--- src/common/sim_uart_pkg.sv ---
// Package with register map, field positions, reset values, bus carrier and state types for the SIM-mode UART
// Functional notes
// - Frame is start, eight data, optional parity, one stop
// - Direct transmit sends byte LSB first, even parity
// - Direct receive fills from bit 0, even parity check
// - Inverse transmit inverts byte, MSB first, odd parity
// - Inverse receive inverts, fills from bit 7, odd
// - Bit rate is source over 16 times (m+1)
// - Prescaler field gives no division or 2^n
// - Clear-to-send and request-to-send have no effect
// - Transmit starts when enabled and buffer holds data
// - Receive starts when enabled and start bit seen
// - Transmit request when the last bit leaves
// - Receive request when character reaches receive buffer
// - Overrun when eighth bit arrives before buffer read
// - On overrun no receive request for that character
// - Framing error on missing stop, parity on mismatch
// - Error summary is OR of three error flags
// - Parity error with signalling enabled pulls transmit low
// - Buffer read during signal clears parity flag, releases
package sim_uart_pkg;
  // Register byte offsets, one aligned word each
  localparam logic [7:0] OFF_TX_BUFFER = 8'h00;
  localparam logic [7:0] OFF_RX_BUFFER = 8'h04;
  localparam logic [7:0] OFF_BAUD_DIVIDER = 8'h08;
  localparam logic [7:0] OFF_SERIAL_MODE = 8'h0c;
  localparam logic [7:0] OFF_SERIAL_CTRL0 = 8'h10;
  localparam logic [7:0] OFF_SERIAL_CTRL1 = 8'h14;
  localparam logic [7:0] OFF_CLOCK_PRESCALE = 8'h18;
  // serial_mode_reg fields
  localparam int MODE_FIELD_LSB = 0;
  localparam int MODE_CLK_SOURCE = 3;
  localparam int MODE_PARITY_SENSE = 5;
  localparam int MODE_PARITY_EN = 6;
  // serial_ctrl0_reg fields
  localparam int C0_COUNT_SRC_LSB = 0;
  localparam int C0_SHIFT_EMPTY = 3;
  localparam int C0_FLOW_DISABLE = 4;
  localparam int C0_OPEN_DRAIN = 5;
  localparam int C0_BIT_ORDER = 7;
  // serial_ctrl1_reg fields
  localparam int C1_TX_ENABLE = 0;
  localparam int C1_TX_EMPTY = 1;
  localparam int C1_RX_ENABLE = 2;
  localparam int C1_RX_DONE = 3;
  localparam int C1_TX_IRQ_SEL = 4;
  localparam int C1_INVERT = 6;
  localparam int C1_ERR_SIGNAL = 7;
  // rx_buffer_reg flag positions above the data byte
  localparam int RB_OVERRUN = 12;
  localparam int RB_FRAME = 13;
  localparam int RB_PARITY = 14;
  localparam int RB_SUM = 15;
  // Writable masks and reset values
  localparam logic [7:0] CTRL0_WR_MASK = 8'hb3;
  localparam logic [7:0] CTRL1_WR_MASK = 8'hd5;
  localparam logic [7:0] MODE_RST = 8'h00;
  localparam logic [7:0] CTRL0_RST = 8'h10;
  localparam logic [7:0] CTRL1_RST = 8'h00;
  localparam logic [7:0] BAUD_RST = 8'h00;
  localparam logic [7:0] PRESCALE_RST = 8'h00;
  // Count source codes
  localparam logic [1:0] SRC_F1 = 2'h0;
  localparam logic [1:0] SRC_F8 = 2'h1;
  localparam logic [1:0] SRC_F2N = 2'h2;
  localparam logic [2:0] F8_LAST = 3'h7;
  // Oversampling: 16 ticks per bit, sample in the middle
  localparam logic [3:0] OS_LAST = 4'hf;
  localparam logic [3:0] OS_MID = 4'h7;
  localparam logic [2:0] DATA_LAST = 3'h7;
  // APB request carrier
  typedef struct packed {
    logic psel;
    logic penable;
    logic pwrite;
    logic [7:0] paddr;
    logic [31:0] pwdata;
  } apb_req_t;
  // Line state machines
  typedef enum logic [2:0] {TX_IDLE, TX_START, TX_DATA, TX_PAR, TX_STOP} tx_state_t;
  typedef enum logic [2:0] {RX_IDLE, RX_START, RX_DATA, RX_PAR, RX_STOP} rx_state_t;
endpackage : sim_uart_pkg

--- src/rtl/sim_uart_baud.sv ---
// Bit-rate generator giving the 16x oversampling tick
`timescale 1ns/1ps
module sim_uart_baud
  import sim_uart_pkg::*;
(
  input wire logic ref_clk_i,
  input wire logic rst_n_i,
  input wire logic clk_en_i,
  input wire logic [1:0] src_sel_i,
  input wire logic [3:0] prescale_i,
  input wire logic [7:0] divider_i,
  output logic tick_o
);
  logic [14:0] pre_cnt_q; // Prescaler counter for the 2^n source
  logic [2:0] f8_cnt_q; // Divide-by-8 counter
  logic [7:0] div_cnt_q; // Down counter of the baud divider
  logic src_tick_w; // One pulse per selected source clock
  logic pre_end_w;
  // 2^n - 1 is the terminal count; n = 0 gives a pulse every cycle
  assign pre_end_w = (pre_cnt_q == ((15'h0001 << prescale_i) - 15'h0001));
  always_comb
  begin
    case (src_sel_i)
      SRC_F1: src_tick_w = 1'b1;
      SRC_F8: src_tick_w = (f8_cnt_q == F8_LAST);
      SRC_F2N: src_tick_w = pre_end_w;
      default: src_tick_w = 1'b1;
    endcase
  end
  // Source prescalers run freely
  always_ff @(posedge ref_clk_i or negedge rst_n_i)
  begin
    if (!rst_n_i)
    begin
      pre_cnt_q <= 15'h0000;
      f8_cnt_q <= 3'h0;
    end
    else if (clk_en_i)
    begin
      f8_cnt_q <= f8_cnt_q + 3'h1;
      pre_cnt_q <= pre_end_w ? 15'h0000 : pre_cnt_q + 15'h0001;
    end
  end
  // Divide by m+1; the tick is 16x the bit rate
  always_ff @(posedge ref_clk_i or negedge rst_n_i)
  begin
    if (!rst_n_i)
    begin
      div_cnt_q <= 8'h00;
      tick_o <= 1'b0;
    end
    else if (clk_en_i)
    begin
      tick_o <= 1'b0;
      if (src_tick_w)
      begin
        if (div_cnt_q == 8'h00)
        begin
          div_cnt_q <= divider_i;
          tick_o <= 1'b1;
        end
        else
        begin
          div_cnt_q <= div_cnt_q - 8'h01;
        end
      end
    end
  end
endmodule : sim_uart_baud

--- src/rtl/sim_uart.sv ---
// SIM-mode asynchronous serial channel with APB register slave
`timescale 1ns/1ps
module sim_uart
  import sim_uart_pkg::*;
(
  input wire logic ref_clk_i,
  input wire logic rst_n_i,
  input wire logic clk_en_i,
  input sim_uart_pkg::apb_req_t apb_req_i,
  output logic [31:0] prdata_o,
  output logic pready_o,
  output logic pslverr_o,
  input wire logic rxd_i,
  output logic txd_o,
  output logic txd_oe_o,
  output logic tx_irq_o,
  output logic rx_irq_o
);
  import sim_uart_pkg::*;

  logic [7:0] tx_buf_q; // Transmit buffer
  logic tx_empty_q; // Transmit buffer empty flag
  logic [7:0] rx_buf_q; // Receive buffer
  logic rx_done_q; // Receive complete flag
  logic [7:0] baud_q; // Baud divider value m
  logic [7:0] mode_q; // Mode register
  logic [7:0] ctrl0_q; // Control 0
  logic [7:0] ctrl1_q; // Control 1
  logic [3:0] presc_q; // Prescale field
  logic ovr_q; // Overrun flag
  logic fer_q; // Framing flag
  logic per_q; // Parity flag
  logic err_sig_q; // Error indication on the transmit pin
  logic [3:0] err_cnt_q; // Ticks of the error indication
  logic tick_w; // 16x oversampling tick
  // Decoded configuration
  logic par_sense_w, par_en_w, msb_first_w, invert_w, tx_en_w, rx_en_w, err_en_w, irq_sel_w;
  assign par_sense_w = mode_q[MODE_PARITY_SENSE];
  assign par_en_w = mode_q[MODE_PARITY_EN];
  assign msb_first_w = ctrl0_q[C0_BIT_ORDER];
  assign invert_w = ctrl1_q[C1_INVERT];
  assign tx_en_w = ctrl1_q[C1_TX_ENABLE];
  assign rx_en_w = ctrl1_q[C1_RX_ENABLE];
  assign err_en_w = ctrl1_q[C1_ERR_SIGNAL];
  assign irq_sel_w = ctrl1_q[C1_TX_IRQ_SEL];

  // Bus decode; every access takes one wait state so read data comes from a flop
  logic acc_w, done_w, hit_w, wr_w, rd_rx_w;
  assign acc_w = apb_req_i.psel && apb_req_i.penable;
  assign done_w = acc_w && pready_o;
  assign hit_w = (apb_req_i.paddr == OFF_TX_BUFFER) || (apb_req_i.paddr == OFF_RX_BUFFER) ||
                 (apb_req_i.paddr == OFF_BAUD_DIVIDER) || (apb_req_i.paddr == OFF_SERIAL_MODE) ||
                 (apb_req_i.paddr == OFF_SERIAL_CTRL0) || (apb_req_i.paddr == OFF_SERIAL_CTRL1) ||
                 (apb_req_i.paddr == OFF_CLOCK_PRESCALE);
  assign wr_w = done_w && apb_req_i.pwrite && hit_w;
  assign rd_rx_w = done_w && !apb_req_i.pwrite && (apb_req_i.paddr == OFF_RX_BUFFER);

  sim_uart_baud u_baud (
    .ref_clk_i(ref_clk_i),
    .rst_n_i(rst_n_i),
    .clk_en_i(clk_en_i),
    .src_sel_i(ctrl0_q[C0_COUNT_SRC_LSB +: 2]),
    .prescale_i(presc_q),
    .divider_i(baud_q),
    .tick_o(tick_w)
  );

  // Transmitter
  tx_state_t tx_st_q;
  logic [3:0] tx_os_q; // Tick within the bit
  logic [2:0] tx_cnt_q; // Data bit index
  logic [7:0] tx_sh_q; // Shift register
  logic tx_par_q; // Parity bit to send
  logic tx_done_q; // Last bit has left
  logic tx_load_w, tx_bit_w;
  logic [7:0] tx_byte_w;
  // No handshake term: clear-to-send is ignored in this mode
  assign tx_load_w = (tx_st_q == TX_IDLE) && tx_en_w && !tx_empty_q;
  assign tx_byte_w = invert_w ? ~tx_buf_q : tx_buf_q;
  // Line level from the state; idle and stop are high
  always_comb
  begin
    case (tx_st_q)
      TX_START: tx_bit_w = 1'b0;
      TX_DATA: tx_bit_w = msb_first_w ? tx_sh_q[7] : tx_sh_q[0];
      TX_PAR: tx_bit_w = tx_par_q;
      default: tx_bit_w = 1'b1;
    endcase
  end
  // Frame sequencing: start, eight data, optional parity, one stop
  always_ff @(posedge ref_clk_i or negedge rst_n_i)
  begin
    if (!rst_n_i)
    begin
      tx_st_q <= TX_IDLE;
      tx_os_q <= 4'h0;
      tx_cnt_q <= 3'h0;
      tx_sh_q <= 8'h00;
      tx_par_q <= 1'b0;
      tx_done_q <= 1'b0;
    end
    else if (clk_en_i)
    begin
      tx_done_q <= 1'b0;
      if (tx_load_w)
      begin
        tx_st_q <= TX_START;
        tx_os_q <= 4'h0;
        tx_cnt_q <= 3'h0;
        tx_sh_q <= tx_byte_w;
        // Even parity when the sense bit is set, odd otherwise
        tx_par_q <= (^tx_byte_w) ^ ~par_sense_w;
      end
      else if (tick_w && (tx_st_q != TX_IDLE))
      begin
        tx_os_q <= tx_os_q + 4'h1;
        if (tx_os_q == OS_LAST)
        begin
          case (tx_st_q)
            TX_START: tx_st_q <= TX_DATA;
            TX_DATA:
            begin
              tx_sh_q <= msb_first_w ? {tx_sh_q[6:0], 1'b0} : {1'b0, tx_sh_q[7:1]};
              tx_cnt_q <= tx_cnt_q + 3'h1;
              if (tx_cnt_q == DATA_LAST)
              begin
                tx_st_q <= par_en_w ? TX_PAR : TX_STOP;
              end
            end
            TX_PAR: tx_st_q <= TX_STOP;
            TX_STOP:
            begin
              tx_st_q <= TX_IDLE;
              tx_done_q <= 1'b1;
            end
            default: tx_st_q <= TX_IDLE;
          endcase
        end
      end
    end
  end

  // Receiver
  rx_state_t rx_st_q;
  logic [3:0] rx_os_q;
  logic [2:0] rx_cnt_q;
  logic [7:0] rx_sh_q; // Receive shift register
  logic rx_par_q; // Running parity of line bits
  logic rx_ovr_char_q; // This character overran the buffer
  logic mid_w, rx_end_w, per_set_w, fer_set_w, ovr_set_w, rx_irq_w;
  logic rx_val_w;
  assign mid_w = tick_w && (rx_os_q == OS_MID);
  assign rx_val_w = rxd_i ^ invert_w;
  assign rx_end_w = (rx_st_q == RX_STOP) && mid_w;
  assign fer_set_w = rx_end_w && !rxd_i;
  assign per_set_w = rx_end_w && par_en_w && (rx_par_q ^ ~par_sense_w);
  assign ovr_set_w = (rx_st_q == RX_DATA) && mid_w && (rx_cnt_q == DATA_LAST) && rx_done_q;
  assign rx_irq_w = rx_end_w && !rx_ovr_char_q;
  // Character sequencing, sampled mid-bit
  always_ff @(posedge ref_clk_i or negedge rst_n_i)
  begin
    if (!rst_n_i)
    begin
      rx_st_q <= RX_IDLE;
      rx_os_q <= 4'h0;
      rx_cnt_q <= 3'h0;
      rx_sh_q <= 8'h00;
      rx_par_q <= 1'b0;
      rx_ovr_char_q <= 1'b0;
    end
    else if (clk_en_i)
    begin
      if (rx_st_q == RX_IDLE)
      begin
        if (rx_en_w && !rxd_i)
        begin
          rx_st_q <= RX_START;
          rx_os_q <= 4'h0;
          rx_cnt_q <= 3'h0;
          rx_par_q <= 1'b0;
          rx_ovr_char_q <= 1'b0;
        end
      end
      else if (tick_w)
      begin
        rx_os_q <= rx_os_q + 4'h1;
        case (rx_st_q)
          RX_START:
          begin
            // A start that is high again mid-bit was a glitch
            if (mid_w && rxd_i)
            begin
              rx_st_q <= RX_IDLE;
            end
            else if (rx_os_q == OS_LAST)
            begin
              rx_st_q <= RX_DATA;
            end
          end
          RX_DATA:
          begin
            if (mid_w)
            begin
              rx_sh_q <= msb_first_w ? {rx_sh_q[6:0], rx_val_w} : {rx_val_w, rx_sh_q[7:1]};
              rx_par_q <= rx_par_q ^ rxd_i;
              if (ovr_set_w)
              begin
                rx_ovr_char_q <= 1'b1;
              end
            end
            if (rx_os_q == OS_LAST)
            begin
              rx_cnt_q <= rx_cnt_q + 3'h1;
              if (rx_cnt_q == DATA_LAST)
              begin
                rx_st_q <= par_en_w ? RX_PAR : RX_STOP;
              end
            end
          end
          RX_PAR:
          begin
            if (mid_w)
            begin
              rx_par_q <= rx_par_q ^ rxd_i;
            end
            if (rx_os_q == OS_LAST)
            begin
              rx_st_q <= RX_STOP;
            end
          end
          // Back to idle at the stop sample so the next start edge is not missed
          RX_STOP:
          begin
            if (mid_w)
            begin
              rx_st_q <= RX_IDLE;
            end
          end
          default: rx_st_q <= RX_IDLE;
        endcase
      end
    end
  end

  // Receive buffer load; an overrun character still lands, overwriting the unread character
  always_ff @(posedge ref_clk_i or negedge rst_n_i)
  begin
    if (!rst_n_i)
    begin
      rx_buf_q <= 8'h00;
      rx_done_q <= 1'b0;
    end
    else if (clk_en_i)
    begin
      if (rx_end_w)
      begin
        rx_buf_q <= rx_sh_q;
      end
      // Set wins over the clearing read
      if (rx_irq_w)
      begin
        rx_done_q <= 1'b1;
      end
      else if (rd_rx_w)
      begin
        rx_done_q <= 1'b0;
      end
    end
  end

  // Error flags: set wins; disabling the receiver clears them
  always_ff @(posedge ref_clk_i or negedge rst_n_i)
  begin
    if (!rst_n_i)
    begin
      ovr_q <= 1'b0;
      fer_q <= 1'b0;
      per_q <= 1'b0;
    end
    else if (clk_en_i)
    begin
      ovr_q <= ovr_set_w || (ovr_q && rx_en_w);
      fer_q <= fer_set_w || (fer_q && rx_en_w);
      per_q <= per_set_w || (per_q && rx_en_w && !(rd_rx_w && err_sig_q));
    end
  end

  // Error indication: one bit time of low, cut short by a buffer read
  always_ff @(posedge ref_clk_i or negedge rst_n_i)
  begin
    if (!rst_n_i)
    begin
      err_sig_q <= 1'b0;
      err_cnt_q <= 4'h0;
    end
    else if (clk_en_i)
    begin
      if (per_set_w && err_en_w)
      begin
        err_sig_q <= 1'b1;
        err_cnt_q <= 4'h0;
      end
      else if (rd_rx_w)
      begin
        err_sig_q <= 1'b0;
      end
      else if (err_sig_q && tick_w)
      begin
        err_cnt_q <= err_cnt_q + 4'h1;
        if (err_cnt_q == OS_LAST)
        begin
          err_sig_q <= 1'b0;
        end
      end
    end
  end

  // Pin and request outputs, all registered
  always_ff @(posedge ref_clk_i or negedge rst_n_i)
  begin
    if (!rst_n_i)
    begin
      txd_o <= 1'b1;
      txd_oe_o <= 1'b0;
      tx_irq_o <= 1'b0;
      rx_irq_o <= 1'b0;
    end
    else if (clk_en_i)
    begin
      txd_o <= tx_bit_w && !err_sig_q;
      // Open drain drives only the low level; the card side pull-up makes high
      txd_oe_o <= ctrl0_q[C0_OPEN_DRAIN] ? !(tx_bit_w && !err_sig_q) : 1'b1;
      tx_irq_o <= irq_sel_w ? tx_done_q : tx_load_w;
      rx_irq_o <= rx_irq_w;
    end
  end

  // Register writes and transmit buffer flag; a write beats a same-cycle load
  always_ff @(posedge ref_clk_i or negedge rst_n_i)
  begin
    if (!rst_n_i)
    begin
      tx_buf_q <= 8'h00;
      tx_empty_q <= 1'b1;
      baud_q <= BAUD_RST;
      mode_q <= MODE_RST;
      ctrl0_q <= CTRL0_RST;
      ctrl1_q <= CTRL1_RST;
      presc_q <= PRESCALE_RST[3:0];
    end
    else if (clk_en_i)
    begin
      if (tx_load_w)
      begin
        tx_empty_q <= 1'b1;
      end
      if (wr_w)
      begin
        case (apb_req_i.paddr)
          OFF_TX_BUFFER:
          begin
            tx_buf_q <= apb_req_i.pwdata[7:0];
            tx_empty_q <= 1'b0;
          end
          OFF_BAUD_DIVIDER: baud_q <= apb_req_i.pwdata[7:0];
          OFF_SERIAL_MODE: mode_q <= apb_req_i.pwdata[7:0];
          OFF_SERIAL_CTRL0: ctrl0_q <= apb_req_i.pwdata[7:0] & CTRL0_WR_MASK;
          OFF_SERIAL_CTRL1: ctrl1_q <= apb_req_i.pwdata[7:0] & CTRL1_WR_MASK;
          OFF_CLOCK_PRESCALE: presc_q <= apb_req_i.pwdata[3:0];
          default: presc_q <= presc_q;
        endcase
      end
    end
  end

  // Read mux with live status bits
  logic [31:0] rdata_w;
  always_comb
  begin
    rdata_w = 32'h0000_0000;
    case (apb_req_i.paddr)
      OFF_TX_BUFFER: rdata_w[7:0] = tx_buf_q;
      OFF_RX_BUFFER:
      begin
        rdata_w[7:0] = rx_buf_q;
        rdata_w[RB_OVERRUN] = ovr_q;
        rdata_w[RB_FRAME] = fer_q;
        rdata_w[RB_PARITY] = per_q;
        rdata_w[RB_SUM] = ovr_q || fer_q || per_q;
      end
      OFF_BAUD_DIVIDER: rdata_w[7:0] = baud_q;
      OFF_SERIAL_MODE: rdata_w[7:0] = mode_q;
      OFF_SERIAL_CTRL0:
      begin
        rdata_w[7:0] = ctrl0_q;
        rdata_w[C0_SHIFT_EMPTY] = (tx_st_q == TX_IDLE);
      end
      OFF_SERIAL_CTRL1:
      begin
        rdata_w[7:0] = ctrl1_q;
        rdata_w[C1_TX_EMPTY] = tx_empty_q;
        rdata_w[C1_RX_DONE] = rx_done_q;
      end
      OFF_CLOCK_PRESCALE: rdata_w[3:0] = presc_q;
      default: rdata_w = 32'h0000_0000;
    endcase
  end
  // APB answer one cycle into the access phase
  always_ff @(posedge ref_clk_i or negedge rst_n_i)
  begin
    if (!rst_n_i)
    begin
      pready_o <= 1'b0;
      prdata_o <= 32'h0000_0000;
      pslverr_o <= 1'b0;
    end
    else if (clk_en_i)
    begin
      pready_o <= acc_w && !pready_o;
      pslverr_o <= acc_w && !pready_o && !hit_w;
      if (acc_w && !pready_o)
      begin
        prdata_o <= apb_req_i.pwrite ? 32'h0000_0000 : rdata_w;
      end
    end
  end
endmodule : sim_uart

--- config.mk ---
export PLATFORM = sky130hd
export DESIGN_NAME = sim_uart
export DESIGN_NICKNAME = d
export VERILOG_FILES = /design/src/common/sim_uart_pkg.sv /design/src/rtl/sim_uart_baud.sv /design/src/rtl/sim_uart.sv
export SDC_FILE = /design/constraint.sdc
export NUM_CORES = 1
export LEC_CHECK = 0
export BUFFER_PORTS_ARGS = -buffer_cell sky130_fd_sc_hd__buf_4
export CORE_MARGIN = 2
export CORE_UTILIZATION = 60
export CTS_CLUSTER_DIAMETER = 120
export CTS_CLUSTER_SIZE = 40
export DETAILED_ROUTE_END_ITERATION = 10
export PLACE_DENSITY = 0.79
export SKIP_CTS_REPAIR_TIMING = 1
export SYNTH_ARGS = -nofsm -noshare
export SYNTH_HDL_FRONTEND = slang
export SYNTH_SLANG_ARGS = --single-unit
--- constraint.sdc ---
create_clock -name ref_clk_i -period 9.2 [get_ports ref_clk_i]
set_input_delay 0.46 -clock ref_clk_i [delete_from_list [all_inputs] [get_ports ref_clk_i]]
set_output_delay 0.46 -clock ref_clk_i [all_outputs]
set_load 0.03 [all_outputs]
[Word-level counts from Yosys, hierarchy flattened]
Index checks and enable logic that the tools add are counted.
Storage, ports and cells
  output and inout bits: 38
  word-level logic and storage cells: 254
  register bits: 161
  input bits: 47
Operators by class
  shift-type cells: 1
  $add $sub $neg: 9
  equality and inequality tests: 32
  muxes and demuxes: 76
  bitwise operators: 7
  reductions and logical operators: 92
Operator list (number)
  two-way mux 3 bit: 23
  two-way mux 8 bit: 8
  two-way mux 4 bit: 9
  logical AND 1 bit: 30
  two-way mux 1 bit: 28
  case mux 4 bit (7 select lines): 1
  AND reduction 3 bit: 9
  == test 8 x 5 -> 1 bit (second input constant): 3
  case mux 4 bit (6 select lines): 1
  nonzero test 2 bit: 11
  == test 8 x 4 -> 1 bit (second input constant): 2
  zero test 8 bit: 2
  two-way mux 16 bit: 1
  adder 15 x 1 -> 15 bit (second input constant): 1
  == test 15 bit: 1
  == test 3 bit (second input constant): 5
  two-way mux 15 bit: 1
  AND reduction 5 bit: 3
  left shift 1 x 4 -> 15 bit (first input constant): 1
  subtractor 15 x 1 -> 15 bit (second input constant): 1
  adder 4 x 1 -> 4 bit (second input constant): 3
  == test 3 x 2 -> 1 bit (second input constant): 4
  == test 4 bit (second input constant): 3
  case mux 3 bit (4 select lines): 1
  other kinds (28): 65

[Logic depth before layout (Yosys ltp)]
Gate-level depths: netlist of run 1.
  depth after elaboration: 10
  gate-level depth with buffers: 15
  mapped depth without buffers: 10

[By module]
Synthesis of run 1 repeated with hierarchy kept, for this count alone.
Unflattened totals
  cells, all modules: 793
  area total of the unflattened synthesis: 8086.5 µm²
By module, submodules not included
  sim_uart: times used 1, cells an instance 551, area each 5953.2 µm², sequential area each 2856.5 µm²
  sim_uart_baud: times used 1, cells an instance 242, area each 2133.3 µm², sequential area each 675.6 µm²

[Least setup slack after synthesis of run 1]
No wires, ideal clock.
  kind: flip-flop to flip-flop
  from: reg presc_q[2]
  to: reg u_baud.pre_cnt_q[2]
  slack: 5683 ps
  period minus slack after synthesis: 3517 ps
  cell stages (with the launch flop): 11
  arrival time: 3392 ps
  data required time: 9075 ps
  path through: dfrtp_1 > buf_2 > or4_4 > ha_1 > or4b_1 > a211o_1 > o221a_2 > or4_4 > nor4_4 > o21ai_0 > mux2_2
On the way
  word-level cells in the longest chain between the ends: 4
Ends and longest elaborated chain
  start: declaration: line sim_uart.sv:29  | logic [3:0] presc_q;
  start signal: assignment: line sim_uart.sv:349  | presc_q <= PRESCALE_RST[3:0];
  start signal: assignment: line sim_uart.sv:369  | OFF_CLOCK_PRESCALE: presc_q <= apb_req_i.pwdata[3:0];
  start signal: assignment: line sim_uart.sv:370  | default: presc_q <= presc_q;
  left shift 1 x 4 -> 15 bit: line sim_uart_baud.sv:20  | assign pre_end_w = (pre_cnt_q == ((15'h0001 << prescale_i) - 15'h0001));
  subtractor 15 x 1 -> 15 bit: line sim_uart_baud.sv:20
  == test 15 bit: line sim_uart_baud.sv:20
  two-way mux 15 bit: line sim_uart_baud.sv:41  | pre_cnt_q <= pre_end_w ? 15'h0000 : pre_cnt_q + 15'h0001;
  end signal: assignment: line sim_uart_baud.sv:41
  end: declaration: line sim_uart_baud.sv:14  | logic [14:0] pre_cnt_q;
No other way between the ends.
A chain may end at the register's enable or synchronous reset.

[Final worst setup path of run 1]
  from: reg presc_q[2]
  to: reg u_baud.div_cnt_q[3]
On the way
  word-level cells in the longest chain between the ends: 5
Ends and longest elaborated chain
  left shift 1 x 4 -> 15 bit: line sim_uart_baud.sv:20
  subtractor 15 x 1 -> 15 bit: line sim_uart_baud.sv:20
  == test 15 bit: line sim_uart_baud.sv:20
  case mux 1 bit (2 select lines): line sim_uart_baud.sv:23  | case (src_sel_i)
  AND reduction 2 bit (no source line)
  end signal: assignment: line sim_uart_baud.sv:59  | div_cnt_q <= divider_i;
  end signal: assignment: line sim_uart_baud.sv:64  | div_cnt_q <= div_cnt_q - 8'h01;
  end: declaration: line sim_uart_baud.sv:16  | logic [7:0] div_cnt_q;
No other way between the ends.

==> results list, run 1 <==
* GRT Overall Usage: a little under 30%
- In the routed design, unresolved DRC markers number 0.
- For this run, the leading register cell type out of synthesis is sky130_fd_sc_hd__dfrtp_1.
* Largest net degree at the start of global routing: 74
- Relative to the synthesized area, the layout overhead comes to 11.2%.
* Largest delay share family, worst path: simple AND/OR/NAND/NOR gates
- For this design the top-level I/O count stands at 85.
- The worst setup path is captured at a flop.
- Counting along the longest clock path gives a buffer depth of 2.
- Vias in the first global route: about 6400
* Kind of start point of the critical path: flop
- In this run the cell area of the synthesized design comes to just under 8000 sq um.
* Portion of synthesized cell area occupied by the leading cell type: between 40% and 50%
* Iteration count of the initial detailed-routing pass: 5
* Number of filler instances in the final layout: 967
- Path category of the worst min-delay check: input port to asynchronous set/reset pin
* Max FO, Critical Path: 29
- Clock latency on the worst-skew pair, taken at its later pin, is around 0.42 ns.
- CP Buf/Inv Count: 0
* LEAKAGE: between 0.003 and 0.004 uW
* Multi-input combinational cell area: 4030 sq um
* Pwr per Cell Area: around 190 nW/um^2
- The floorplan step set the die width to 119 um.
* Max VDD drop: between 0.0001 and 0.00015 V
- For this design, the slowest cell found on the critical path is sky130_fd_sc_hd__dfrtp_1.
- The core region is 12700 sq um.
- Outcome: finished clean
- Placement-stage worst setup slack: 4.67 ns
- Die ar.: approximately 14000 sq um
- Via density per instance: between 6 and 7
* Arrival time at the worst endpoint: ~4.9 ns
- Yosys mapped the design onto 66 distinct sky130hd cell types.
* Die height: between 100 and 150 um
- CTS tree: built
- The congestion estimate from routability-driven global placement came to 0.939.
* DRT Wirelength: approximately 20000 um
* Ratio of cells with drive above 1 in the final layout: about 16%
- Counting flops with an async set or reset pin after synthesis yields a share of between 90% and 100%.
* Finish-stage setup viols: 0
* Sequence of cells on the critical path: or4_4 -> ha_1 -> or4b_1 -> a211o_1 -> o221a_2 -> nor4b_1 -> nand4_1 -> a21oi_1 -> a221oi_1
- Initial core utilization: just over 60%
* Largest stage delay on the critical path: about 0.7 ns
* First-pass GRT wire length: 32200 um
* RSZ-0062 raised after global routing: false
- Cell chosen for the clock root: sky130_fd_sc_hd__clkbuf_16
- Library cell with the largest summed area after synthesis: sky130_fd_sc_hd__dfrtp_1
- Register area: approximately 3500 sq um
- Initial detailed-routing violation count: about 710
- Via count: about 6500
- The initial antenna violation count came to 0.
* Total number of nets in the final design: a little over 900
- Clock tree synthesis inserted a total of 17 buffers.
* HPWL reported at the end of detailed placement: between 10000 and 15000 um
* Final antenna-violating net count: 0
- For this run, the number of Yosys warnings is 0.
- The critical path is of the flop to flop type.
- In the final routed layout, each cell accounts on average for roughly 19 um.
- The routed design could run at a clock period as short as 4.64 ns.
* Total negative slack for setup checks: 0 ns
* Final WS setup: ~4.6 ns
- STA puts the critical path data required time at about 9.5 ns.
- After synthesis, the mean cell area works out to about 9.5 sq um.
- EDFF count, synth: 0
- Sorting the synthesized cells by how often they occur yields sky130_fd_sc_hd__dfrtp_1 (138), sky130_fd_sc_hd__nand2_1 (92), sky130_fd_sc_hd__o21ai_0 (70).
* Maximum clock rate: between 200 and 250 MHz
* Number of port buffers: 40
* Least-Margin Pin Slew: around 1.2 ns
* Most repeated cell in the gate-level netlist after synthesis: sky130_fd_sc_hd__dfrtp_1
- # H-tree levels: 4
- Clock edge transition at the registers on the reported setup and hold paths: ~0.06 ns
- Slew Limit Fails: 0
- After layout, the worst path uses roughly half of the clock period.
- Number of cells produced by synthesis: slightly above 800
* Global-route congestion overflow total: 0
- Clock tree synthesis found a total of 141 sinks.
* Count of endpoints failing hold in the final timing report: 0
- Between clock sinks in the finished design, the worst skew comes to about 0.0084 ns.
- Counting flops and latches in the post-synthesis netlist gives 141.
- Number of antenna cells inserted: 0
* Largest cells by area after synthesis: sky130_fd_sc_hd__dfrtp_1 (44%), sky130_fd_sc_hd__mux2_2 (7.0%), sky130_fd_sc_hd__o21ai_0 (4.4%)
- Placement Rows: between 40 and 50
- Headroom to the max-slew limit came out at approximately a fifth.
- Worst hold margin: 0.0488 ns
* Part of the Yosys area used for sequential elements: approximately 45%
- Max-cap violations: 0
==> final cells by class <==
type | instances | area share [%]
inverter | 20 | 0.854
clock inverter | 12 | 1.92
multi-input combinational | 621 | 45.9
timing repair buffer | 42 | 3.63
tap | 172 | 2.45
sequential | 141 | 40.2
clock buffer | 20 | 5.08
==> cell usage in the layout, fill, tap and decap left out, drive strengths merged, types with 21 or more instances in the layout <==
master / synthesis / final
dfrtp: 138 / 138
nand2: 92 / 92
o21ai: 71 / 71
nor2: 67 / 67
mux2: 49 / 49
buf: 32 / 42
a21oi: 41 / 41
mux2i: 21 / 21
==> cells by family (layout without fill, tap and decap cells) <==
logic type	Yosys count	in the layout	synth area share, %
XOR/XNOR	38	38	4.21
buffers and inverters	86	94	5.19
other	1	20	0.0475
adder cells (fa/ha/maj)	15	15	2.38
AND/OR/NAND/NOR	271	271	16.9
multiplexers	70	70	9.65
AO/OA/AOI/OAI	207	207	16.9
flip-flops	141	141	44.7
==> state kept, by name, summed over array words and instances, names as in the netlist, 3 cells and up <==
signal	count
presc_q	4
u_baud.f8_cnt_q	3
mode_q	8
rx_buf_q	8
tx_sh_q	8
err_cnt_q	4
ctrl0_q	5
tx_cnt_q	3
rx_st_q	3
tx_st_q	3
u_baud.div_cnt_q	8
ctrl1_q	5
rx_os_q	4
prdata_o	12
rx_cnt_q	3
tx_buf_q	8
u_baud.pre_cnt_q	15
baud_q	8
rx_sh_q	8
tx_os_q	4
==> routing by layer <==
metal | vias to the layer above | track usage (%) | wire [um]
met4 | 0 | 11.4 | 461
li1 | 2981 | - | -
met5 | - | 0 | 0
met2 | 254 | 47.0 | 9480
met3 | 38 | 6.95 | 1290
met1 | 3223 | 37.2 | 8310
==> metrics by stage <==
stage,util (%),cells,total power (uW),instance area (sq um)
6_report,69.1,1028,1630,8790
5_1_grt,69.1,1028,1700,8790
4_1_cts,69.1,1028,1640,8790
3_5_place_dp,64.2,996,924,8170
3_3_place_gp,64.2,996,910,8170
2_1_floorplan,-,848,865,7970
==> report_power, final <==
group | internal (uW) | switching [uW] | total (uW) | leakage, uW
clock network | 458 | 259 | 717 | 0.000300
registers | 662 | 51.2 | 714 | 0.00186
logic | 87.7 | 116 | 204 | 0.00180
==> worst paths after layout <==
path / startpoint / to / slack [ns] / cells after the start
max reg2reg: presc_q[2]$_DFFE_PN0P_ / u_baud.div_cnt_q[3]$_DFFE_PN0P_ / 4.56 / 9
min: rst_n_i / u_baud.pre_cnt_q[8]$_DFFE_PN0P_ / 0.05 / 1
max in group asynchronous: rst_n_i / err_cnt_q[1]$_DFFE_PN0P_ / 7.77 / 2
min in group ref_clk_i: rxd_i / fer_q$_DFFE_PN0P_ / 0.31 / 2
max: presc_q[2]$_DFFE_PN0P_ / u_baud.div_cnt_q[3]$_DFFE_PN0P_ / 4.56 / 9
min reg2reg: u_baud.f8_cnt_q[0]$_DFFE_PN0P_ / u_baud.f8_cnt_q[0]$_DFFE_PN0P_ / 0.47 / 1
Power figures use the tool's default switching activity.
==> run 2, diff against run 1 <==
--- a/config.mk
+++ b/config.mk
@@ -7,11 +7,11 @@
 export LEC_CHECK = 0
 export BUFFER_PORTS_ARGS = -buffer_cell sky130_fd_sc_hd__buf_4
 export CORE_MARGIN = 2
-export CORE_UTILIZATION = 60
+export CORE_UTILIZATION = 54
 export CTS_CLUSTER_DIAMETER = 120
 export CTS_CLUSTER_SIZE = 40
 export DETAILED_ROUTE_END_ITERATION = 10
-export PLACE_DENSITY = 0.79
+export PLACE_DENSITY = 0.75
 export SKIP_CTS_REPAIR_TIMING = 1
 export SYNTH_ARGS = -nofsm -noshare
 export SYNTH_HDL_FRONTEND = slang
==> constraint.sdc (replaced) <==
create_clock -name ref_clk_i -period 3.9 [get_ports ref_clk_i]
set_input_delay 0.195 -clock ref_clk_i [delete_from_list [all_inputs] [get_ports ref_clk_i]]
set_output_delay 0.195 -clock ref_clk_i [all_outputs]
set_load 0.03 [all_outputs]
==> run 2 against run 1 <==
  * Sequential share of layout area decreased by 0.40 points
  * Worst setup slack got worse by 4.2 ns
  * First-iteration DRC count is 14% lower
  * Critical endpoint is now u_baud.pre_cnt_q[2]$_DFFE_PN0P_
  * Register-to-register slack got worse by 4.2 ns
  * Largest cell class unchanged
  * Maximum frequency up 30%
  * Via count is 2.0% lower
==> results list, run 2 (same netlist as run 1, synthesis figures left out) <==
* Pwr per Cell Area: 425 nW/um^2 (was 186 nW/um^2)
* First-pass GRT wire length: 31300 um (was 32200 um)
* Req. time, crit path: 4.21 ns (was 9.45 ns)
- R2R depth: 13 (was 9)
* Switching Share: 26.8% (was 26.1%)
- The root cell of the clock tree is sky130_fd_sc_hd__clkbuf_16 (unchanged).
- The fraction of power consumed by sequential logic is 44.6% (was 43.7%).
* Initial detailed-routing violation count: 606 (was 706)
- Weighted congestion at the end of routability-driven global placement: 0.909 (was 0.939)
- The endpoint of the worst-slack reg-to-reg timing path is u_baud.pre_cnt_q[2]$_DFFE_PN0P_ (was u_baud.div_cnt_q[3]$_DFFE_PN0P_).
- The full die area is 15600 sq um (was 14100 sq um).
* Skew-Pair Late Insertion Delay: 0.43 ns (was 0.42 ns)
- Via count: 6369 (was 6496)
* Vias in the first global route: 6062 (was 6354)
* Max FO, Critical Path: 27 (was 29)
- Die width: 125 um (was 119 um)
- The number of nets with antenna violations after detailed routing is 0 (unchanged).
* Number of port buffers: 40 (unchanged)
- Arrival time at the worst endpoint: 3.89 ns (was 4.89 ns)
- Relative slew slack: 22.5% (was 20.2%)
- Utilization after layout: 61.5% (was 69.1%)
- Via density per instance: 6.05 (was 6.32)
- The half-perimeter wire length after placement came to 13300 um (was 13700 um).
* # IOs: 85 (unchanged)
- Placement Rows: 44 (was 41)
* Net switching power: 1010 uW (was 426 uW)
- Placeable core region: 14400 sq um (was 12700 sq um)
- Hold Path Cell Cnt: 2
- Sequence of cells on the critical path: buf_4 -> nor2_1 -> nand3b_1 -> ha_1 -> buf_4 -> or3b_2 -> a21oi_1 -> a221oi_1 -> or4_4 -> nor4_4 -> buf_4 -> o21ai_0 -> mux2_2 (was or4_4 -> ha_1 -> or4b_1 -> a211o_1 -> o221a_2 -> nor4b_1 -> nand4_1 -> a21oi_1 -> a221oi_1)
* Max VDD drop: 0.000346 V (was 0.000134 V)
- Initial core utilization: 54.8% (was 62.1%)
- The detailed-route wire length came to 19100 um (was 19500 um).
- DRC viols: 0 (unchanged)
* CP Buf/Inv Count: 3 (was 0)
* TritonCTS Sinks: 141 (unchanged)
- The number of endpoints with negative hold slack in the final report is 0 (unchanged).
- The number of pins exceeding their max-slew limit in the final report was 0 (unchanged).
- The non-filler instance count after layout is 1053 (was 1028).
* Global-route congestion overflow total: 0 (unchanged)
- Synth-to-layout area growth: 12.3% (was 11.2%)
- The path type of the worst setup path is flop to flop (unchanged).
* CTS Buf Count: 17 (unchanged)
- Path category of the worst min-delay check: input port to flop (was input port to asynchronous set/reset pin)
- Least-Margin Pin Slew: 1.16 ns (was 1.20 ns)
* Startpoint of the lowest-slack hold path: rxd_i
* Endpoint of the worst hold-timing path: fer_q$_DFFE_PN0P_
- The initial antenna violation count was 0 (unchanged).
- Finish-stage setup viols: 0 (unchanged)
- Multi-input combinational cell area: 4030 sq um (unchanged)
* Ratio of cells with drive above 1 in the final layout: 17.0% (was 15.9%)
* Top cell by count, worst path: sky130_fd_sc_hd__buf_4
- The cell with the largest stage delay on the worst path is sky130_fd_sc_hd__or4_4 (was sky130_fd_sc_hd__dfrtp_1).
- Clock network power share: 42.6% (was 43.9%)
* LEAKAGE: 0.00401 uW (was 0.00397 uW)
- The pin count of the biggest net entering global routing came to 79 (was 74).
- The critical path launch point type is a flop (unchanged).
- Top library cells by usage in the layout, fill and taps aside: sky130_fd_sc_hd__dfrtp_1 (138), sky130_fd_sc_hd__nand2_1 (92), sky130_fd_sc_hd__o21ai_0 (70) (unchanged).
- The total power after layout was 3770 uW (was 1630 uW).
- The total placed cells including tap cells came to 1020 (was 996).
- The number of violations of the max-capacitance limit came to 0 (unchanged).
* Gate power share: 12.8% (was 12.5%)
- The period utilization came to 91.7% (was 50.4%).
- The biggest cell delay along the critical path was 0.53 ns (was 0.70 ns).
- Reg-to-reg setup timing slack: 0.32 ns (was 4.56 ns)
- The launch instance of the worst register-to-register path is presc_q[1]$_DFFE_PN0P_ (was presc_q[2]$_DFFE_PN0P_).
- The overall fraction of global-route tracks in use was 25.3% (was 28.9%).
- The clock tree buffer depth came to 2 (unchanged).
- Outcome: finished clean (unchanged)
- The CTS tree was built (unchanged).
- The leading cell type in the layout, fill and taps excluded is sky130_fd_sc_hd__dfrtp_1 (unchanged).
- The highest clock rate is 280 MHz (was 216 MHz).
* Post-layout minimum cycle time: 3.58 ns (was 4.64 ns)
- The family with the most delay on the worst path was simple AND/OR/NAND/NOR gates (unchanged).
- The first-pass iteration count of the detailed router came to 5 (unchanged).
- The most flop-heavy register is u_baud.pre_cnt_q (unchanged).
- Number of filler instances in the final layout: 1211 (was 967)
* Register area: 3530 sq um (unchanged)
* Total negative slack for setup checks: 0 ns (unchanged)
* Total number of nets in the final design: 918 (was 905)
- RSZ-0062 raised after global routing: false (unchanged).
* Number of antenna cells inserted: 0 (unchanged)
- Max FFs per register: 15 (unchanged)
* Pint: 2760 uW (was 1210 uW)
* Setup clock skew after layout: 0.00700 ns (was 0.00838 ns)
* Die height: 125 um (was 119 um)
- Clock edge transition at the registers on the reported setup and hold paths: 0.06 ns (about the same)
* Nature of the critical path endpoint: flop (unchanged)
* Largest registers in the final layout: u_baud.pre_cnt_q: 15 flops, prdata_o: 12 flops (unchanged)
* # H-tree levels: 4 (unchanged)
* Wire per inst: 18.1 um (was 19.0 um)
==> run 2: cell count changes in the layout (fill, tap and decap cells not counted) <==
| cell | delta |
|---|---|
| sky130_fd_sc_hd__buf_4 | +12 |
| sky130_fd_sc_hd__bufinv_16 | -2 |
| sky130_fd_sc_hd__clkbuf_8 | +2 |
| sky130_fd_sc_hd__clkinv_2 | -2 |
| sky130_fd_sc_hd__clkinvlp_4 | +2 |
| sky130_fd_sc_hd__dlygate4sd3_1 | +1 |
==> run 2: final cells by class <==
| cell class | instances | share of cell area, % |
|---|---|---|
| multi-input combinational | 621 | 45.4 |
| sequential | 141 | 39.8 |
| clock buffer | 22 | 5.34 |
| timing repair buffer | 55 | 4.72 |
| tap | 184 | 2.59 |
| clock inverter | 10 | 1.28 |
| inverter | 20 | 0.846 |
==> run 2: worst max-delay path by stage <==
stage | startpoint | end | slack, ns | cells past startpoint
3_5_place_dp | presc_q[2]$_DFFE_PN0P_ | u_baud.pre_cnt_q[2]$_DFFE_PN0P_ | 0.34 | 10
2_1_floorplan | presc_q[2]$_DFFE_PN0P_ | u_baud.pre_cnt_q[2]$_DFFE_PN0P_ | 0.38 | 10
6_report | presc_q[1]$_DFFE_PN0P_ | u_baud.pre_cnt_q[2]$_DFFE_PN0P_ | 0.32 | 13
5_1_grt | presc_q[1]$_DFFE_PN0P_ | u_baud.pre_cnt_q[8]$_DFFE_PN0P_ | 0.07 | 12
3_3_place_gp | presc_q[2]$_DFFE_PN0P_ | u_baud.pre_cnt_q[2]$_DFFE_PN0P_ | 0.36 | 10
4_1_cts | presc_q[2]$_DFFE_PN0P_ | u_baud.pre_cnt_q[2]$_DFFE_PN0P_ | 0.34 | 13
==> run 2: power by group through the flow <==
stage	registers [uW]	logic, uW	clock network, uW
2_1_floorplan	1670	371	0
3_3_place_gp	1700	465	0
3_5_place_dp	1700	478	0
4_1_cts	1680	485	1640
5_1_grt	1700	544	1700
6_report	1680	484	1610
==> run 2: layer usage <==
| metal | GRT usage (%) | part of all wire (%) |
|---|---|---|
| met1 | 34.4 | 45 |
| met2 | 40.1 | 48 |
| met3 | 5.86 | 5.5 |
| met4 | 9.08 | 1.9 |
| met5 | 0 | 0 |
==> run 2: metrics by stage <==
| step | cell area (sq um) | worst slack (ns) | hold WS, ns |
|---|---|---|---|
| 2_1_floorplan | 7970 | 0.383 | -0.101 |
| 3_3_place_gp | 8280 | 0.361 | 0.279 |
| 3_5_place_dp | 8280 | 0.344 | 0.279 |
| 4_1_cts | 8860 | 0.338 | -0.177 |
| 5_1_grt | 8870 | 0.0650 | 0.0184 |
| 6_report | 8870 | 0.323 | 0.0246 |
==> run 3, diff against run 2 <==
--- a/config.mk
+++ b/config.mk
@@ -11,8 +11,10 @@
 export CTS_CLUSTER_DIAMETER = 120
 export CTS_CLUSTER_SIZE = 40
 export DETAILED_ROUTE_END_ITERATION = 10
+export GPL_TIMING_DRIVEN = 0
 export PLACE_DENSITY = 0.75
 export SKIP_CTS_REPAIR_TIMING = 1
 export SYNTH_ARGS = -nofsm -noshare
 export SYNTH_HDL_FRONTEND = slang
 export SYNTH_SLANG_ARGS = --single-unit
+export TNS_END_PERCENT = 20
==> constraint.sdc (replaced) <==
create_clock -name ref_clk_i -period 2.88 [get_ports ref_clk_i]
set_input_delay 0.144 -clock ref_clk_i [delete_from_list [all_inputs] [get_ports ref_clk_i]]
set_output_delay 0.144 -clock ref_clk_i [all_outputs]
set_load 0.03 [all_outputs]
==> run 3 against run 2 <==
  * The run now ends with negative hold slack, negative setup slack left
  * Design area rose by 5.4%
  * Maximum frequency grew 0.86%
  * Non-clock buffer count is 60 higher
  * Worst setup slack worse by 0.99 ns
  * Critical path depth shrank 3
  * Sequential power is 35% higher
  * Clock skew shrank 0.00071 ns
  * Critical path type unchanged
  * Highest routed layer unchanged
==> results list, run 3 (same netlist as run 1, synthesis figures left out) <==
- Total number of nets in the final design: 978 (was 918)
* Number of port buffers: 38 (was 40)
- Outcome: finished with violations (was finished clean).
* Final WS setup: -0.666 ns (was 0.323 ns)
- Number of filler instances in the final layout: 1220 (was 1211)
- The total power per unit cell area is 560 nW/um^2 (was 425 nW/um^2).
* Path category of the worst min-delay check: input port to flop (unchanged)
* GRT Overall Usage: 26.0% (was 25.3%)
- The number of global-route vias before repair came to 6118 (was 6062).
- # IOs: 85 (unchanged)
- The number of clock sinks seen by CTS came to 141 (unchanged).
- The pin slew with the least headroom to its limit is 0.883 ns (was 1.16 ns).
- The number of nets with antenna violations after detailed routing came to 0 (unchanged).
- The full die area was 15600 sq um (unchanged).
- The initial antenna violation count came to 0 (unchanged).
* Slew Limit Fails: 0 (unchanged)
- Skew-Pair Late Insertion Delay: 0.42 ns (was 0.43 ns)
- Placed instance area: 8550 sq um (was 8280 sq um)
* Via count: 6703 (was 6369)
- Max-cap violations: 0 (unchanged)
- Met2 wire len: 9480 um (was 9180 um)
- The net switching power of the design was 1420 uW (was 1010 uW).
* Sequential cell fraction of total power: 43.3% (was 44.6%)
- The area of the core region is 14400 sq um (unchanged).
- Placement Rows: 44 (unchanged)
- Largest registers in the final layout: u_baud.pre_cnt_q: 15 flops, prdata_o: 12 flops (unchanged).
* Finish-stage setup viols: 24 (was 0)
* First-pass GRT wire length: 32300 um (was 31300 um)
* Max VDD drop: 0.000345 V (was 0.000346 V)
* Length of routed met3 wiring: 1130 um (was 1050 um)
* Max FO, Critical Path: 8 (was 27)
* Wire per inst: 18.1 um (about the same)
* Nature of the critical path endpoint: flop (unchanged)
* CTS Buf Count: 17 (unchanged)
* Via density per instance: 6.02 (was 6.05)
* Top reg by flops: u_baud.pre_cnt_q (unchanged)
- The number of endpoints with negative hold slack in the final report is 2 (was 0).
* Relative slew slack: 40.7% (was 22.5%)
- Ratio of cells with drive above 1 in the final layout: 20.2% (was 17.0%)
* Largest net degree at the start of global routing: 76 (was 79)
- The critical path launch point type is a flop (unchanged).
* Arrival time at the worst endpoint: 3.85 ns (was 3.89 ns)
* Top library cells by usage in the layout, fill and taps aside: sky130_fd_sc_hd__dfrtp_1 (136), sky130_fd_sc_hd__nand2_1 (92), sky130_fd_sc_hd__o21ai_0 (68), sky130_fd_sc_hd__buf_4 (68), sky130_fd_sc_hd__nor2_1 (67) (was sky130_fd_sc_hd__dfrtp_1 (138), sky130_fd_sc_hd__nand2_1 (92), sky130_fd_sc_hd__o21ai_0 (70))
* Violations in the final reports: negative hold slack, negative setup slack
* Worst hold margin: -0.0107 ns (was 0.0246 ns)
* Pwr Total: 5230 uW (was 3770 uW)
- Cell chosen for the clock root: sky130_fd_sc_hd__clkbuf_16 (unchanged)
- Critical setup path kind: flop to flop (unchanged)
* Gate power share: 14.1% (was 12.8%)
- The number of flip-flops under the largest register name came to 15 (unchanged).
* Die width: 125 um (unchanged)
* Maximum clock rate: 282 MHz (was 280 MHz)
- The weighted congestion at the end of routability-driven global placement came to 0.966 (was 0.909).
- The area of all placed cells without fillers was 9350 sq um (was 8870 sq um).
- The clock power share is 42.6% (about the same).
- Worst-case clock buffer depth: 2 (unchanged)
* Switching Share: 27.2% (was 26.8%)
- CTS tree: built (unchanged)
* HPWL reported at the end of detailed placement: 14300 um (was 13300 um)
- The residual overflow from global routing was 0 (unchanged).
- Die height: 125 um (unchanged)
* Synth-to-layout area growth: 18.4% (was 12.3%)
* Initial detailed-routing violation count: 665 (was 606)
- The count of antenna diodes in the layout was 0 (unchanged).
* DRT Wirelength: 20100 um (was 19100 um)
- Initial core utilization: 54.8% (unchanged)
* LEAKAGE: 0.00421 uW (was 0.00401 uW)
* Met1 Wirelength: 8870 um (was 8510 um)
- The cell-internal power came to 3810 uW (was 2760 uW).
* Setup clock skew after layout: 0.00629 ns (was 0.00700 ns)
- The leading cell type in the layout, fill and taps excluded was sky130_fd_sc_hd__dfrtp_1 (unchanged).
- Tcrit/Tclk final: 123% (was 91.7%)
- The first-pass iteration count of the detailed router came to 7 (was 5).
- RSZ-0062 raised after global routing: true (was false)
- The maximum level of the CTS H-tree was 4 (unchanged).
- The clock period minus worst slack came to 3.55 ns (was 3.58 ns).
- Clock edge transition at the registers on the reported setup and hold paths: 0.06 ns (about the same)
- The highest metal layer with signal wires is met4 (unchanged).
* DRC viols: 0 (unchanged)
* Req. time, crit path: 3.19 ns (was 4.21 ns)
run 3: final timing paths:
| path | from | to | slack, ns | cells past startpoint |
|---|---|---|---|---|
| max | presc_q[0]$_DFFE_PN0P_ | u_baud.pre_cnt_q[2]$_DFFE_PN0P_ | -0.67 | 10 |
| min | apb_req_i[6] | mode_q[6]$_DFFE_PN0P_ | -0.01 | 3 |
| max reg2reg | presc_q[0]$_DFFE_PN0P_ | u_baud.pre_cnt_q[2]$_DFFE_PN0P_ | -0.67 | 10 |
| min reg2reg | rx_ovr_char_q$_DFFE_PN0P_ | rx_irq_o$_DFFE_PN0P_ | 0.46 | 1 |
| max in group asynchronous | rst_n_i | ctrl0_q[4]$_DFFE_PN1P_ | 1.79 | 3 |
| min in group asynchronous | rst_n_i | u_baud.div_cnt_q[0]$_DFFE_PN0P_ | 0.28 | 2 |
run 3: critical path, cell delays in order, from the launching register on:
cell                      delay [ns]
sky130_fd_sc_hd__dfrtp_2        0.46
sky130_fd_sc_hd__or4_4          0.58
sky130_fd_sc_hd__ha_4           0.19
sky130_fd_sc_hd__or4b_4         0.52
sky130_fd_sc_hd__a211o_1        0.28
sky130_fd_sc_hd__o221a_4        0.12
sky130_fd_sc_hd__or4_4          0.43
sky130_fd_sc_hd__nor4_4         0.31
sky130_fd_sc_hd__buf_4          0.19
sky130_fd_sc_hd__o21ai_1        0.06
sky130_fd_sc_hd__mux2_4         0.28
run 3: power by group through the flow:
stage | logic (uW) | clock network, uW | registers (uW)
2_1_floorplan | 505 | 0 | 2260
3_3_place_gp | 664 | 0 | 2290
3_5_place_dp | 697 | 0 | 2290
4_1_cts | 701 | 2250 | 2260
5_1_grt | 820 | 2340 | 2290
6_report | 737 | 2230 | 2270
run 3: metal layers:
metal	vias to the layer above	global-route usage [%]
li1	3145	-
met1	3257	36.9
met2	255	40.0
met3	46	4.88
met4	0	10.3
met5	-	0
run 3: cell type report:
class                      count  area, sq um  area share (%)
clock buffer                  19          433            4.63
buffer                        64          362            3.87
inverter                      20         75.1           0.803
tap                          184          230            2.46
multi-input combinational    621         4140            44.3
timing repair buffer          51          412            4.40
sequential                   141         3530            37.8
clock inverter                13          166            1.78
run 3: per-stage QoR:
step                util (%)  setup TNS (ns)  setup WS, ns  instances
finish                  64.8          -13.35        -0.666       1113
global route            64.8          -15.16        -0.751       1113
CTS                     63.4          -20.28        -0.977       1103
detailed placement      59.3          -26.73        -0.954       1071
global placement        59.1          -25.07        -0.890       1070
floorplan                  -           -8.64        -0.418        848
